===== config.mk =====
export PLATFORM = sky130hd
export DESIGN_NAME = mbdec_node_flat
export DESIGN_NICKNAME = d
export VERILOG_FILES = /design/src/logic/mbdec_pkg.sv /design/src/logic/mbdec_bus_if.sv /design/src/logic/mbdec_node.sv /design/src/logic/mbdec_slot_match.sv /design/src/flat_wrapper.sv
export SDC_FILE = /design/constraint.sdc
export NUM_CORES = 1
export LEC_CHECK = 0
export BUFFER_PORTS_ARGS = -buffer_cell sky130_fd_sc_hd__buf_2
export CORE_MARGIN = 8
export CORE_UTILIZATION = 60
export DETAILED_ROUTE_END_ITERATION = 10
export GPL_TIMING_DRIVEN = 1
export HOLD_SLACK_MARGIN = 0.06
export PLACE_DENSITY = 0.82
export SYNTH_ARGS = -nofsm -noshare
export SYNTH_HDL_FRONTEND = slang
export SYNTH_SLANG_ARGS = --single-unit

===== constraint.sdc =====
create_clock -name clk -period 7.3 [get_ports clk]
set_input_delay 1.46 -clock clk [delete_from_list [all_inputs] [get_ports clk]]
set_output_delay 1.46 -clock clk [all_outputs]
set_load 0.005 [all_outputs]

===== src/logic/mbdec_pkg.sv =====
// Shared constants, command codes and states of the memory bank decoder
package mbdec_pkg;
  localparam int NUM_SLOTS = 8;
  localparam int BLK_W = 35;
  localparam int BYTE_ADDR_W = 40;
  localparam int CSR_ADDR_W = 23;
  localparam int BANK_W = 6;
  localparam int DATA_W = 32;
  // Slot mapping register fields
  localparam int MAP_EN_BIT = 0;
  localparam int MAP_INT_LO = 1;
  localparam int MAP_IPOS_LO = 3;
  localparam int MAP_AW_LO = 5;
  localparam int MAP_NB_LO = 9;
  localparam int MAP_MADDR_LO = 17;
  localparam logic [31:0] MAP_RESET = 32'h0000_0000;
  // Block address field positions
  localparam int BLK_MOD_LO = 19;
  localparam int BLK_IPOS_LO = 1;
  localparam int BLK_BANK_LO = 1;
  localparam int BYTE_BLK_LO = 5;
  // CSR address map, in command-cycle D<22:0> units
  localparam logic [22:0] CSR_LOCAL_LIMIT = 23'h40_0000;
  localparam logic [22:0] NODE_CSR_BASE = 23'h40_0000;
  localparam logic [22:0] NODE_CSR_STEP = 23'h02_0000;
  localparam logic [22:0] IOP_CSR_BASE = 23'h50_0000;
  localparam logic [22:0] CSR_WINDOW_MASK = 23'h7e_0000;
  localparam logic [22:0] BCAST_BASE = 23'h70_0000;
  localparam logic [22:0] BCAST_MASK = 23'h70_0000;
  localparam logic [3:0] IOP_NODE_ID = 4'h8;
  // Command codes on the bus
  localparam logic [2:0] CMD_MEM_RD = 3'h0;
  localparam logic [2:0] CMD_MEM_WR = 3'h1;
  localparam logic [2:0] CMD_CSR_RD = 3'h2;
  localparam logic [2:0] CMD_CSR_WR = 3'h3;
  localparam logic [2:0] CMD_PRIV = 3'h4;
  // Node user request kinds
  localparam logic [1:0] REQ_MEM_RD = 2'h0;
  localparam logic [1:0] REQ_MEM_WR = 2'h1;
  localparam logic [1:0] REQ_CSR_RD = 2'h2;
  localparam logic [1:0] REQ_CSR_WR = 2'h3;
  // Bus end software register offsets
  localparam logic [7:0] SW_CMD_ADDR = 8'h00;
  localparam logic [7:0] SW_CMD_DATA = 8'h04;
  localparam logic [7:0] SW_CMD_GO = 8'h08;
  localparam logic [7:0] SW_RD_DATA = 8'h0c;
  localparam logic [7:0] SW_LAST_ADDR = 8'h10;
  localparam logic [7:0] SW_LAST_INFO = 8'h14;
  localparam logic [7:0] SW_DONE = 8'h18;
  localparam logic [7:0] SW_REPLY = 8'h1c;
  localparam logic [7:0] SW_LAST_DATA = 8'h20;
  // Node sequencer states, Gray along idle to wait
  typedef enum logic [1:0] {
    ST_IDLE = 2'b00,
    ST_WAIT_RD = 2'b01
  } mbdec_state_e;
  // Build a CSR command-cycle address with zero padding
  function automatic logic [34:0] csr_cmd_addr(input logic [22:0] a);
    csr_cmd_addr = {12'h000, a[22:1], 1'b0};
  endfunction
  // A CSR command address is legal only with zero padding bits
  function automatic logic csr_fmt_ok(input logic [34:0] d);
    csr_fmt_ok = (d[33:23] == 11'h000) && !d[0];
  endfunction
endpackage


===== src/logic/mbdec_bus_if.sv =====
// Shared system bus between a decoding node and the rest of the bus
`timescale 1ns/1ps
interface mbdec_bus_if;
  logic n_cmd_valid; // Node issues a command cycle
  logic [2:0] n_cmd_code; // Command code from node
  logic [34:0] n_cmd_addr; // Command cycle D<34:0> from node
  logic [5:0] n_cmd_bank; // Target bank of node command
  logic [31:0] n_cmd_wdata; // Write data from node
  logic b_rvalid; // Read reply to node CSR read
  logic [31:0] b_rdata; // Reply data to node
  logic b_cmd_valid; // Bus side issues a command to node
  logic [2:0] b_cmd_code; // Command code from bus side
  logic [34:0] b_cmd_addr; // Command cycle D<34:0> from bus side
  logic [31:0] b_cmd_wdata; // Write data from bus side
  logic n_rvalid; // Node replies to a CSR read
  logic [31:0] n_rdata; // Node reply data
  logic b_done; // A memory request has completed
  logic [5:0] b_done_bank; // Bank that completed
  modport node (
    output n_cmd_valid, n_cmd_code, n_cmd_addr, n_cmd_bank, n_cmd_wdata, n_rvalid, n_rdata,
    input b_rvalid, b_rdata, b_cmd_valid, b_cmd_code, b_cmd_addr, b_cmd_wdata, b_done, b_done_bank
  );
  modport bus (
    input n_cmd_valid, n_cmd_code, n_cmd_addr, n_cmd_bank, n_cmd_wdata, n_rvalid, n_rdata,
    output b_rvalid, b_rdata, b_cmd_valid, b_cmd_code, b_cmd_addr, b_cmd_wdata, b_done, b_done_bank
  );
endinterface


===== src/logic/mbdec_node.sv =====
// Decoding bus node: slot mapping registers, bank decode and CSR windows
// Function
// - Eight mapping registers, one per slot
// - Reset clears every enable bit
// - Block address is command data 34:0
// - Select needs enable, module and interleave match
// - Derive module, interleave and bank masks
// - Bank index: shifted low bits, bank-masked
// - Bank number ORs all selecting slots
// - Software keeps selections mutually exclusive
// - Upper bank bits are slot node ID
// - Forty-bit memory, 23-bit CSR addressing
// - Sixty-four byte blocks, bit 0 wraps
// - Node CSR windows and broadcast decode
// - Bus CSRs are 32-bit, block aligned
// - CSR cycles pad bits 33:23, 0 zero
// - Local CSR space served locally only
// - No bus-visible register in local space
// - Broadcast writes taken in one transaction
// - CSR and private commands use bank 0
// - Wait while target bank is outstanding
//
// Strobed register access and the register addresses are this design's own decisions.
`timescale 1ns/1ps
module mbdec_node (
  input wire logic clk,
  input wire logic rst_n,
  input wire logic ce,
  input wire logic [3:0] node_id,
  input wire logic req_valid,
  input wire logic [1:0] req_kind,
  input wire logic [39:0] req_addr,
  input wire logic [31:0] req_wdata,
  output logic req_ready,
  output logic resp_valid,
  output logic [31:0] resp_data,
  output logic resp_err,
  output logic [5:0] bank,
  output logic bank_valid,
  output logic bcast_valid,
  output logic [31:0] bcast_data,
  mbdec_bus_if.node bus
);
  // All state of the node in one record
  typedef struct packed {
    mbdec_pkg::mbdec_state_e state;
    logic [7:0][31:0] map; // Slot mapping registers
    logic [63:0] busy; // Banks with a request outstanding
    logic [31:0] scratch; // Bus-visible register in own window
    logic cmd_valid;
    logic [2:0] cmd_code;
    logic [34:0] cmd_addr;
    logic [5:0] cmd_bank;
    logic [31:0] cmd_wdata;
    logic rvalid;
    logic [31:0] rdata;
    logic resp_valid;
    logic [31:0] resp_data;
    logic resp_err;
    logic [5:0] bank;
    logic bank_valid;
    logic bcast_valid;
    logic [31:0] bcast_data;
  } mbdec_node_s;

  mbdec_node_s s; // Registered state
  mbdec_node_s next_s; // Next state
  logic [34:0] blk_addr; // Block address of the user request
  logic [7:0] sel; // Per-slot select
  logic [7:0][5:0] slot_bank; // Per-slot gated bank number
  logic [5:0] dec_bank; // Combined bank number
  logic dec_valid; // Some slot selects the address
  logic is_mem; // User request targets memory
  logic is_local; // User CSR request lies in local space
  logic [22:0] own_base; // Base of this node's CSR window
  logic [22:0] in_csr; // Incoming CSR address D<22:0>
  logic in_own; // Incoming command hits own window
  logic in_bcast; // Incoming command hits broadcast space
  logic in_csr_cmd; // Incoming command is a well-formed CSR cycle

  // Byte address 39:5 becomes command data 34:0; bit 0 picks the first half
  assign blk_addr = req_addr[mbdec_pkg::BYTE_BLK_LO +: mbdec_pkg::BLK_W];

  // One decoder per slot, each tied to its own register
  for (genvar n = 0; n < mbdec_pkg::NUM_SLOTS; n++)
  begin : g_slot
    mbdec_slot_match #(
      .SLOT(3'(n))
    ) u_match (
      .map_reg(s.map[n]),
      .blk_addr(blk_addr),
      .sel(sel[n]),
      .bank(slot_bank[n])
    );
  end

  // OR of all slot contributions; overlapping programming gives garbage by design
  always_comb
  begin
    dec_bank = 6'h00;
    for (int n = 0; n < mbdec_pkg::NUM_SLOTS; n++)
    begin
      dec_bank = dec_bank | slot_bank[n];
    end
    dec_valid = |sel;
  end

  // Request classification and own window base
  always_comb
  begin
    is_mem = (req_kind == mbdec_pkg::REQ_MEM_RD) || (req_kind == mbdec_pkg::REQ_MEM_WR);
    is_local = req_addr[22:0] < mbdec_pkg::CSR_LOCAL_LIMIT;
    // Slots 0..7 step through the node range; the I/O port has its own base
    if (node_id < mbdec_pkg::IOP_NODE_ID)
    begin
      own_base = mbdec_pkg::NODE_CSR_BASE + 23'(node_id[2:0]) * mbdec_pkg::NODE_CSR_STEP;
    end
    else
    begin
      own_base = mbdec_pkg::IOP_CSR_BASE;
    end
    in_csr = bus.b_cmd_addr[22:0];
    in_csr_cmd = bus.b_cmd_valid && mbdec_pkg::csr_fmt_ok(bus.b_cmd_addr)
                 && ((bus.b_cmd_code == mbdec_pkg::CMD_CSR_RD) || (bus.b_cmd_code == mbdec_pkg::CMD_CSR_WR));
    in_own = ((in_csr & mbdec_pkg::CSR_WINDOW_MASK) == own_base);
    in_bcast = ((in_csr & mbdec_pkg::BCAST_MASK) == mbdec_pkg::BCAST_BASE);
  end

  // Ready only when idle and, for memory, the target bank is free
  assign req_ready = ce && (s.state == mbdec_pkg::ST_IDLE)
                     && !(is_mem && dec_valid && s.busy[dec_bank]);

  // Next-state logic
  always_comb
  begin
    next_s = s;
    next_s.cmd_valid = 1'b0;
    next_s.rvalid = 1'b0;
    next_s.resp_valid = 1'b0;
    next_s.bcast_valid = 1'b0;
    // Completion frees the bank; a new request set below wins over it
    if (bus.b_done)
    begin
      next_s.busy[bus.b_done_bank] = 1'b0;
    end
    // Bus commands to this node's window or to broadcast space
    if (in_csr_cmd)
    begin
      if (in_own)
      begin
        // Only offset 0 holds a register; others write nowhere and read zero
        if (bus.b_cmd_code == mbdec_pkg::CMD_CSR_WR)
        begin
          if (in_csr[16:1] == 16'h0000)
          begin
            next_s.scratch = bus.b_cmd_wdata;
          end
        end
        else
        begin
          next_s.rvalid = 1'b1;
          next_s.rdata = (in_csr[16:1] == 16'h0000) ? s.scratch : 32'h0000_0000;
        end
      end
      else if (in_bcast && (bus.b_cmd_code == mbdec_pkg::CMD_CSR_WR))
      begin
        // Write-only: bcast_valid pulses in the cycle after the command, reads are ignored
        next_s.bcast_valid = 1'b1;
        next_s.bcast_data = bus.b_cmd_wdata;
      end
    end
    // User request sequencing
    case (s.state)
      mbdec_pkg::ST_IDLE:
      begin
        if (req_valid && req_ready)
        begin
          next_s.resp_err = 1'b0;
          next_s.resp_data = 32'h0000_0000;
          if (is_mem)
          begin
            next_s.bank = dec_bank;
            next_s.bank_valid = dec_valid;
            next_s.resp_valid = 1'b1;
            if (dec_valid)
            begin
              next_s.cmd_valid = 1'b1;
              next_s.cmd_code = (req_kind == mbdec_pkg::REQ_MEM_WR) ? mbdec_pkg::CMD_MEM_WR : mbdec_pkg::CMD_MEM_RD;
              next_s.cmd_addr = blk_addr;
              next_s.cmd_bank = dec_bank;
              next_s.cmd_wdata = req_wdata;
              next_s.busy[dec_bank] = 1'b1;
            end
            else
            begin
              // No memory answers this address, so nothing goes on the bus
              next_s.resp_err = 1'b1;
            end
          end
          else if (is_local)
          begin
            // Local space never reaches the bus; mapping registers live here
            next_s.resp_valid = 1'b1;
            if (req_addr[22:4] == 19'h00000)
            begin
              if (req_kind == mbdec_pkg::REQ_CSR_WR)
              begin
                next_s.map[req_addr[3:1]] = req_wdata;
              end
              else
              begin
                next_s.resp_data = s.map[req_addr[3:1]];
              end
            end
          end
          else
          begin
            next_s.cmd_valid = 1'b1;
            next_s.cmd_code = (req_kind == mbdec_pkg::REQ_CSR_WR) ? mbdec_pkg::CMD_CSR_WR : mbdec_pkg::CMD_CSR_RD;
            next_s.cmd_addr = mbdec_pkg::csr_cmd_addr(req_addr[22:0]);
            next_s.cmd_bank = 6'h00;
            next_s.cmd_wdata = req_wdata;
            if (req_kind == mbdec_pkg::REQ_CSR_WR)
            begin
              next_s.resp_valid = 1'b1;
            end
            else
            begin
              next_s.state = mbdec_pkg::ST_WAIT_RD;
            end
          end
        end
      end
      mbdec_pkg::ST_WAIT_RD:
      begin
        // Hold off new requests until the reply arrives
        if (bus.b_rvalid)
        begin
          next_s.resp_valid = 1'b1;
          next_s.resp_data = bus.b_rdata;
          next_s.state = mbdec_pkg::ST_IDLE;
        end
      end
      default:
      begin
        next_s.state = mbdec_pkg::ST_IDLE;
      end
    endcase
  end

  // State register; mapping registers clear so no slot decodes after reset
  always_ff @(posedge clk or negedge rst_n)
  begin
    if (!rst_n)
    begin
      s <= '0;
    end
    else if (ce)
    begin
      s <= next_s;
    end
  end

  // Outputs straight from state
  assign resp_valid = s.resp_valid;
  assign resp_data = s.resp_data;
  assign resp_err = s.resp_err;
  assign bank = s.bank;
  assign bank_valid = s.bank_valid;
  assign bcast_valid = s.bcast_valid;
  assign bcast_data = s.bcast_data;
  assign bus.n_cmd_valid = s.cmd_valid;
  assign bus.n_cmd_code = s.cmd_code;
  assign bus.n_cmd_addr = s.cmd_addr;
  assign bus.n_cmd_bank = s.cmd_bank;
  assign bus.n_cmd_wdata = s.cmd_wdata;
  assign bus.n_rvalid = s.rvalid;
  assign bus.n_rdata = s.rdata;
endmodule


===== src/logic/mbdec_slot_match.sv =====
// One slot's mapping decode: select flag and slot bank number
`timescale 1ns/1ps
module mbdec_slot_match #(
  parameter logic [2:0] SLOT = 3'h0
) (
  input wire logic [31:0] map_reg,
  input wire logic [34:0] blk_addr,
  output logic sel,
  output logic [5:0] bank
);
  logic [14:0] mod_addr; // Module address field
  logic [1:0] ipos; // Interleave position field
  logic [1:0] iwidth; // Interleave width field
  logic [3:0] aw; // Address mask width field
  logic [1:0] bank_count; // Bank count field
  logic [14:0] mod_mask; // Top aw bits set
  logic [1:0] int_mask; // Low iwidth ones
  logic [2:0] bank_mask; // Low bank_count ones
  logic [4:0] shifted; // Low address bits after interleave shift
  logic [2:0] bank_in_module; // Bank within module

  // Field split and mask derivation
  always_comb
  begin
    mod_addr = map_reg[mbdec_pkg::MAP_MADDR_LO +: 15];
    ipos = map_reg[mbdec_pkg::MAP_IPOS_LO +: 2];
    iwidth = map_reg[mbdec_pkg::MAP_INT_LO +: 2];
    aw = map_reg[mbdec_pkg::MAP_AW_LO +: 4];
    bank_count = map_reg[mbdec_pkg::MAP_NB_LO +: 2];
    mod_mask = ~(15'h7fff >> aw);
    int_mask = ~(2'h3 << iwidth);
    bank_mask = ~(3'h7 << bank_count);
    // Enable, module address and interleave position must all match
    sel = map_reg[mbdec_pkg::MAP_EN_BIT]
          && ((blk_addr[mbdec_pkg::BLK_MOD_LO +: 15] & mod_mask) == mod_addr)
          && ((blk_addr[mbdec_pkg::BLK_IPOS_LO +: 2] & int_mask) == ipos);
    shifted = blk_addr[mbdec_pkg::BLK_BANK_LO +: 5] >> iwidth;
    bank_in_module = shifted[2:0] & bank_mask;
    // Unselected slots contribute zero to the OR
    bank = sel ? {SLOT, bank_in_module} : 6'h00;
  end
endmodule


===== src/flat_wrapper.sv =====
// flat-port wrapper written by rule: the top's interface ports become plain ports
module mbdec_node_flat 
  (clk, rst_n, ce, node_id, req_valid, req_kind, req_addr, req_wdata, req_ready, resp_valid, resp_data, resp_err, bank, bank_valid, bcast_valid, bcast_data, bus_n_cmd_valid, bus_n_cmd_code, bus_n_cmd_addr, bus_n_cmd_bank, bus_n_cmd_wdata, bus_n_rvalid, bus_n_rdata, bus_b_rvalid, bus_b_rdata, bus_b_cmd_valid, bus_b_cmd_code, bus_b_cmd_addr, bus_b_cmd_wdata, bus_b_done, bus_b_done_bank);
  mbdec_bus_if bus_i ();
  input wire logic clk;
  input wire logic rst_n;
  input wire logic ce;
  input wire logic [3:0] node_id;
  input wire logic req_valid;
  input wire logic [1:0] req_kind;
  input wire logic [39:0] req_addr;
  input wire logic [31:0] req_wdata;
  output logic req_ready;
  output logic resp_valid;
  output logic [31:0] resp_data;
  output logic resp_err;
  output logic [5:0] bank;
  output logic bank_valid;
  output logic bcast_valid;
  output logic [31:0] bcast_data;
  output wire logic [$bits(bus_i.n_cmd_valid)-1:0] bus_n_cmd_valid;
  output wire logic [$bits(bus_i.n_cmd_code)-1:0] bus_n_cmd_code;
  output wire logic [$bits(bus_i.n_cmd_addr)-1:0] bus_n_cmd_addr;
  output wire logic [$bits(bus_i.n_cmd_bank)-1:0] bus_n_cmd_bank;
  output wire logic [$bits(bus_i.n_cmd_wdata)-1:0] bus_n_cmd_wdata;
  output wire logic [$bits(bus_i.n_rvalid)-1:0] bus_n_rvalid;
  output wire logic [$bits(bus_i.n_rdata)-1:0] bus_n_rdata;
  input wire logic [$bits(bus_i.b_rvalid)-1:0] bus_b_rvalid;
  input wire logic [$bits(bus_i.b_rdata)-1:0] bus_b_rdata;
  input wire logic [$bits(bus_i.b_cmd_valid)-1:0] bus_b_cmd_valid;
  input wire logic [$bits(bus_i.b_cmd_code)-1:0] bus_b_cmd_code;
  input wire logic [$bits(bus_i.b_cmd_addr)-1:0] bus_b_cmd_addr;
  input wire logic [$bits(bus_i.b_cmd_wdata)-1:0] bus_b_cmd_wdata;
  input wire logic [$bits(bus_i.b_done)-1:0] bus_b_done;
  input wire logic [$bits(bus_i.b_done_bank)-1:0] bus_b_done_bank;
  assign bus_n_cmd_valid = bus_i.n_cmd_valid;
  assign bus_n_cmd_code = bus_i.n_cmd_code;
  assign bus_n_cmd_addr = bus_i.n_cmd_addr;
  assign bus_n_cmd_bank = bus_i.n_cmd_bank;
  assign bus_n_cmd_wdata = bus_i.n_cmd_wdata;
  assign bus_n_rvalid = bus_i.n_rvalid;
  assign bus_n_rdata = bus_i.n_rdata;
  assign bus_i.b_rvalid = bus_b_rvalid;
  assign bus_i.b_rdata = bus_b_rdata;
  assign bus_i.b_cmd_valid = bus_b_cmd_valid;
  assign bus_i.b_cmd_code = bus_b_cmd_code;
  assign bus_i.b_cmd_addr = bus_b_cmd_addr;
  assign bus_i.b_cmd_wdata = bus_b_cmd_wdata;
  assign bus_i.b_done = bus_b_done;
  assign bus_i.b_done_bank = bus_b_done_bank;
  mbdec_node u_core (.clk(clk), .rst_n(rst_n), .ce(ce), .node_id(node_id), .req_valid(req_valid), .req_kind(req_kind), .req_addr(req_addr), .req_wdata(req_wdata), .req_ready(req_ready), .resp_valid(resp_valid), .resp_data(resp_data), .resp_err(resp_err), .bank(bank), .bank_valid(bank_valid), .bcast_valid(bcast_valid), .bcast_data(bcast_data), .bus(bus_i));
endmodule

==> impl_metrics.yaml, run 1 <==
outcome:
  status: "finished, final reports clean"
global_routing:
  grt_use_total_pct: 35.2
  antenna_found_initial: 9
  grt_pass1_wl_um: 160000
  grt_pass1_vias: 25700
  grt_max_degree: 176
  grt_overflow: 0
worst_setup_path:
  slowest_delay_ps: 810
  worst_setup_path_start_kind: "input port"
  worst_ep_required_time_ps: 5840
  timing.critical_path.to_type: "output port"
  path_delay_family: "simple AND/OR/NAND/NOR gates"
  cp_cell_sequence: "buf_2 -> o31ai_1 -> xnor2_1 -> or4_1 -> nor4_1 -> a32oi_1 -> o311ai_0 -> buf_4 -> nor4_1 -> a2111oi_0 -> a32oi_1 -> o32ai_1 -> o32ai_1 -> nor3_1 -> nor2_1 -> buf_2"
  crit_type: "in2out"
  cp.arrival_ps: 5620
  r2r_end: "u_core.resp_data[14]$_DFFE_PN0P_"
  r2r_slack_ps: 780
  r2r_start: "u_core.s[288]$_DFFE_PN0P_"
  cp_max_fo: 13
  slowest_stage: "nor4_1"
  reg2regPathDepth: 18
  crit_buf_inv: 3
placed_design:
  hpwl_um: 77300
  portBuffers: 374
  place_congestion: 1.05
  dp.cells: 3593
sta:
  clock_skew_ps: 22.3
  maxSlewViolCount: 0
  layout_min_cycle_time_ps: 7080
  worst_pin_slew_ps: 1220
  fmax_mhz: 141
  slew_headroom_pct: 17.9
  finalSetupViolations: 0
  rsz0062_at_grt: "no"
  hold_slack_ps: 481
  post-route-period-util_pct: 97.0
  fin_setup_tns_ps: 0
  hold_viol: 0
yosys:
  synth_edf_count: 0
  netlist_area_mm2: 0.0308
  avgSynthCellArea_um2: 11.0
  synthDistinctLibCells: 90
  async_flop_share_pct: 100
  syn-instance-count: 2816
  synth.net_count: 3009
  ys_seq_area_share_pct: 43.5
  ys_ff_latch: 536
  yosys_warnings: 0
  synthFlopType: "dfrtp_1"
cts:
  insertion_delay_ps: 640
  cts_buffers: 54
  clk_path_buf_depth: 3
  clk_pin_slew_ps: 60
  cts-resized-gates: 0
  cts_setup_buffers: 0
  cts.hold.buffers_added: 0
  cts-htree-levels: 2
  cts_tree: "done"
  cts-root-buf: "clkbuf_16"
  cts_sinks: 536
drt:
  ant_nets: 0
  via_per_inst: 6.86
  drtPass1Iterations: 8
  drtIter0Drc: 2950
  wirelength_um: 107000
  drc_errors: 0
  detail_route.wl_per_cell_um: 28.9
  num_vias: 25300
floorplanning:
  initial_core_util_pct: 60.4
  die_y_um: 243
  die_area_mm2: 0.0589
  fp-row-count: 83
  core_area_mm2: 0.0511
  die_w_um: 243
  ios: 378
layout:
  drive_above_1_share_pct: 31.3
  layout_commonest_cell: "dfrtp_1"
  stdcell_count: 3694
  final_cell_mix: "dfrtp_1, buf_2, mux2_2, nand2_1, o21ai_0"
  syn2layout_area_growth_pct: 10.7
  fill_cells: 3804
  nets: 3162
worst_hold_path:
  whs_path_depth: 1
  hold_class: "reg2reg"
  min_to: "u_core.resp_data[14]$_DFFE_PN0P_"
  min_from: "u_core.resp_data[14]$_DFFE_PN0P_"
power_and_ir_drop:
  irDropWorstVdd_uv: 240
  p_leak_nw: 16.0
  powerDensity_mw_per_mm2: 206
job:
  cap_violations: 0
==> how the worst max path moves through the flow <==
stage / cells after the start / start / endpoint / slack [ps]
6_report: 16 / req_addr[37] / req_ready / 220
2_1_floorplan: 15 / req_addr[27] / req_ready / 1350
4_1_cts: 17 / req_addr[27] / req_ready / 320
3_5_place_dp: 20 / req_addr[27] / u_core.resp_data[13]$_DFFE_PN0P_ / 200
5_1_grt: 17 / req_addr[27] / req_ready / 120
3_3_place_gp: 20 / req_addr[30] / u_core.resp_data[14]$_DFFE_PN0P_ / 260
==> Yosys cell counts, drive strengths merged, types with 11 or more instances <==
library cell    n  area [µm²]
a31oi          11        68.8
o31ai          75         563
o32ai          12         105
nor2           59         221
mux4           66        1490
nand4b         13         114
and2           18         113
o21ai         199         996
nor2b          29         181
a211oi         19         143
and3           16         100
o2bb2ai        31         272
buf           272        1950
o211ai         21         158
nand3          75         375
nand4          58         363
xor2           51         447
mux2i          70         701
nand2         217         815
nand2b         22         138
nor3           36         180
a21oi          36         180
inv            53         199
dfrtp         536       13400
mux2          398        4480
clkbuf        106         398
nor4           43         414
a22oi          22         165
and4           12         105
o221ai         13         114
or3            41         257
o2111ai        22         193
==> cell families after synthesis <==
group           after synthesis  synth area share, %
buf+inv                     431                 8.24
other cells                   1               0.0122
flops                       536                 43.5
compound gates              565                 12.6
xor+xnor                     60                 1.70
simple gates                689                 12.3
mux                         534                 21.6
==> final cells by class <==
cell class	instances	area [µm²]	area share [%]
antenna	6	15.0	0.0440
clock buffer	72	1510	4.42
clock inverter	23	345	1.01
inverter	53	199	0.583
multi-input combinational	1849	14900	43.8
sequential	536	13400	39.3
tap	680	851	2.49
timing repair buffer	475	2860	8.37
==> state kept, by name (all words and copies together), names as in the netlist, 2 cells and up <==
| signal | flops |
|---|---|
| u_core.bank | 6 |
| u_core.bcast_data | 32 |
| u_core.bus.n_cmd_addr | 35 |
| u_core.bus.n_cmd_bank | 6 |
| u_core.bus.n_cmd_code | 2 |
| u_core.bus.n_cmd_wdata | 32 |
| u_core.bus.n_rdata | 32 |
| u_core.resp_data | 32 |
| u_core.s | 353 |
==> power breakdown <==
part           switching [mW]  leakage (nW)  internal, mW
logic                   0.481          7.75         0.372
clock network            1.23         0.905          1.70
registers               0.102          7.37          3.15
==> worst reg2reg max path, delay by kind of cell, from the launching register on <==
kind | cells | cell delay [ps]
buf+inv | 5 | 1430
flops | 1 | 970
simple gates | 3 | 820
compound gates | 9 | 2820
mux | 1 | 370
==> per-layer routing <==
| layer | up-vias | GRT usage [%] | part of all wire (%) |
|---|---|---|---|
| met5 | - | 0 | 0.048 |
| met2 | 1559 | 54.5 | 45 |
| li1 | 10600 | - | - |
| met3 | 333 | 10.0 | 12 |
| met1 | 12800 | 46.2 | 39 |
| met4 | 8 | 14.5 | 4.5 |
==> through the flow <==
step | utilization (%) | instance area, µm² | worst slack [ps] | power, mW
3_3_place_gp | 63.2 | 32300 | 263 | 4.12
4_1_cts | 66.8 | 34100 | 324 | 7.07
3_5_place_dp | 63.2 | 32300 | 197 | 4.16
6_report | 66.8 | 34100 | 221 | 7.05
5_1_grt | 66.8 | 34100 | 118 | 7.25
2_1_floorplan | - | 30800 | 1350 | 3.89
No activity file was read; power rests on OpenSTA's default activity.
==> inputs of run 2 (changes only) <==
--- a/config.mk
+++ b/config.mk
@@ -7,11 +7,11 @@
 export LEC_CHECK = 0
 export BUFFER_PORTS_ARGS = -buffer_cell sky130_fd_sc_hd__buf_2
 export CORE_MARGIN = 8
-export CORE_UTILIZATION = 60
+export CORE_UTILIZATION = 54
 export DETAILED_ROUTE_END_ITERATION = 10
 export GPL_TIMING_DRIVEN = 1
 export HOLD_SLACK_MARGIN = 0.06
-export PLACE_DENSITY = 0.82
+export PLACE_DENSITY = 0.78
 export SYNTH_ARGS = -nofsm -noshare
 export SYNTH_HDL_FRONTEND = slang
 export SYNTH_SLANG_ARGS = --single-unit
==> constraint.sdc (replaced) <==
create_clock -name clk -period 6.5 [get_ports clk]
set_input_delay 1.3 -clock clk [delete_from_list [all_inputs] [get_ports clk]]
set_output_delay 1.3 -clock clk [all_outputs]
set_load 0.005 [all_outputs]
==> run 2 against run 1 <==
Worst setup slack worse by 120 ps. Utilization down 4.6 points. Non-clock buffer count up 64. Register-to-register slack better by 160 ps. Final area up 2.7%. Clock power up 17%. Die area up 10%. Sequential share of layout area down 1.0 points. Critical path depth up 1. Via count up 0.52%. Combinational power up 16%. Clock-buffer cell count up 8. Highest routed layer unchanged.
==> impl_metrics.yaml, run 2 (synthesis gave the netlist of run 1 again) <==
drt:
  via_per_inst: 6.62
  detail_route.wl_per_cell_um: 28.4
  drtIter0Drc: 3129
  drtPass1Iterations: 7
  drc_errors: 0
  ant_nets: 0
  num_vias: 25500
  wirelength_um: 109000
cts:
  cts_buffers: 57
  cts-htree-levels: 2
  insertion_delay_ps: 630
  clk_pin_slew_ps: 60
  cts_sinks: 536
  cts.hold.buffers_added: 0
  clk_path_buf_depth: 3
  cts-root-buf: "clkbuf_16"
  cts_tree: "done"
floorplanning:
  ios: 378
  initial_core_util_pct: 54.7
  core_area_mm2: 0.0564
  fp-row-count: 87
  die_y_um: 255
  die_area_mm2: 0.0650
  die_w_um: 255
worst_hold_path:
  whs_path_depth: 1
  hold_class: "reg2reg"
layout:
  largest_reg_flops: 353
  fill_cells: 4533
  layout_commonest_cell: "dfrtp_1"
  nets: 3229
  drive_above_1_share_pct: 33.6
  final_cell_mix: "dfrtp_1, buf_2, mux2_2, nand2_1, o21ai_0"
  utilization_pct: 62.2
  syn2layout_area_growth_pct: 13.7
  regMostFlops: "u_core.s"
placed_design:
  post-place-ws_ps: -53.3
  hpwl_um: 78800
  portBuffers: 374
  place_congestion: 1.04
sta:
  hold_viol: 0
  finalSetupViolations: 0
  worst_pin_slew_ps: 1210
  maxSlewViolCount: 0
  clock_skew_ps: 13.0
  slew_headroom_pct: 19.0
  fmax_mhz: 156
  layout_min_cycle_time_ps: 6390
  layout_setup_ws_ps: 105
  post-route-period-util_pct: 98.4
  fin_setup_tns_ps: 0
worst_setup_path:
  timing.critical_path.to_type: "output port"
  worst_ep_required_time_ps: 5200
  cp_max_fo: 8
  cp.arrival_ps: 5090
  crit_type: "in2out"
  slowest_stage: "o32ai_1"
  reg2regPathDepth: 18
  crit_buf_inv: 4
  path_depth: 17
  worst_setup_path_start_kind: "input port"
  cp_cell_sequence: "buf_2 -> o2111ai_1 -> xor2_1 -> nand3_1 -> nor4_2 -> buf_4 -> nand2_1 -> o32ai_1 -> a2111oi_2 -> buf_4 -> or3_1 -> o22ai_1 -> nor2_1 -> a221oi_2 -> nor3_1 -> nor2_1 -> buf_2"
  path_delay_family: "compound AO/OA/AOI/OAI gates"
  slowest_delay_ps: 480
global_routing:
  grt_pass1_wl_um: 162000
  grt_overflow: 0
  grt_max_degree: 159
  antenna_found_initial: 11
  grt_use_total_pct: 32.7
  grt_pass1_vias: 25700
power_and_ir_drop:
  p_leak_nw: 16.4
  irDropWorstVdd_uv: 240
  powerDensity_mw_per_mm2: 231
outcome:
  status: "finished, final reports clean"
job:
  cap_violations: 0
run 2: final timing paths:
path	from	to	slack, ps
worst max-delay path	req_addr[26]	req_ready	110
worst min-delay path	u_core.resp_data[13]$_DFFE_PN0P_	u_core.resp_data[13]$_DFFE_PN0P_	480
worst max register to register	u_core.s[512]$_DFFE_PN0P_	u_core.s[429]$_DFFE_PN0P_	940
worst min register to register	u_core.resp_data[13]$_DFFE_PN0P_	u_core.resp_data[13]$_DFFE_PN0P_	480
max in group asynchronous	rst_n	u_core.bank[5]$_DFFE_PN0P_	4370
min in group asynchronous	rst_n	u_core.s[520]$_DFFE_PN0P_	730
run 2: stage by stage:
step                      hold WS [ps]  total power, mW  cells  area (µm²)
final                              478             8.09   3847       35100
after floorplan                    451             4.37   2816       30800
after global routing               498             8.35   3842       35000
after detailed placement           465             4.70   3730       32900
after CTS                          479             8.13   3835       34900
after global placement             459             4.66   3730       32900
run 2: repair_timing:
action / in CTS / in global routing
pin swaps: 0 / 3
endpoints found under the hold margin: 0 / 0
setup buffers: 0 / 3
cloned: 0 / 0
gates resized for setup: 3 / 24
endpoints found under the setup margin: 1 / 1
run 2: worst register-to-register path, stage by stage, from the launching register on:
cell and delay [ps]:
dfrtp_1 840, o2111ai_1 260, xor2_1 210, buf_4 140, nand3_1 100, or3_1 470, nor3_1 600, a2111oi_2 230
buf_4 230, or3_1 330, o22ai_1 140, nor2_1 70, a221oi_2 330, buf_4 190, o31ai_4 70, buf_12 180
nor4_4 310, buf_12 340, mux2_2 410
run 2: layout make-up:
class	count	area (µm²)	share of cell area, %
Tap cell	756	946	2.70
Clock inverter	25	350	0.999
Inverter	53	203	0.578
Sequential cell	536	13400	38.3
Timing Repair Buffer	539	3410	9.72
Multi-Input combinational cell	1849	15100	43.1
Antenna cell	9	22.5	0.0642
Clock buffer	80	1620	4.63
run 2: per-layer routing:
| metal | vias up | wire length [µm] | GRT usage [%] |
|---|---|---|---|
| met2 | 1558 | 50000 | 50.8 |
| met5 | - | 30 | 0 |
| met1 | 12800 | 42900 | 44.3 |
| met3 | 271 | 12200 | 8.42 |
| met4 | 4 | 4210 | 12.1 |
| li1 | 10800 | - | - |
run 2: power by group:
| part | leakage (nW) | switching [mW] | internal (mW) |
|---|---|---|---|
| clock | 0.960 | 1.43 | 2.02 |
| combinational | 8.12 | 0.547 | 0.442 |
| sequential | 7.37 | 0.112 | 3.54 |
| total | 16.4 | 2.09 | 6.01 |
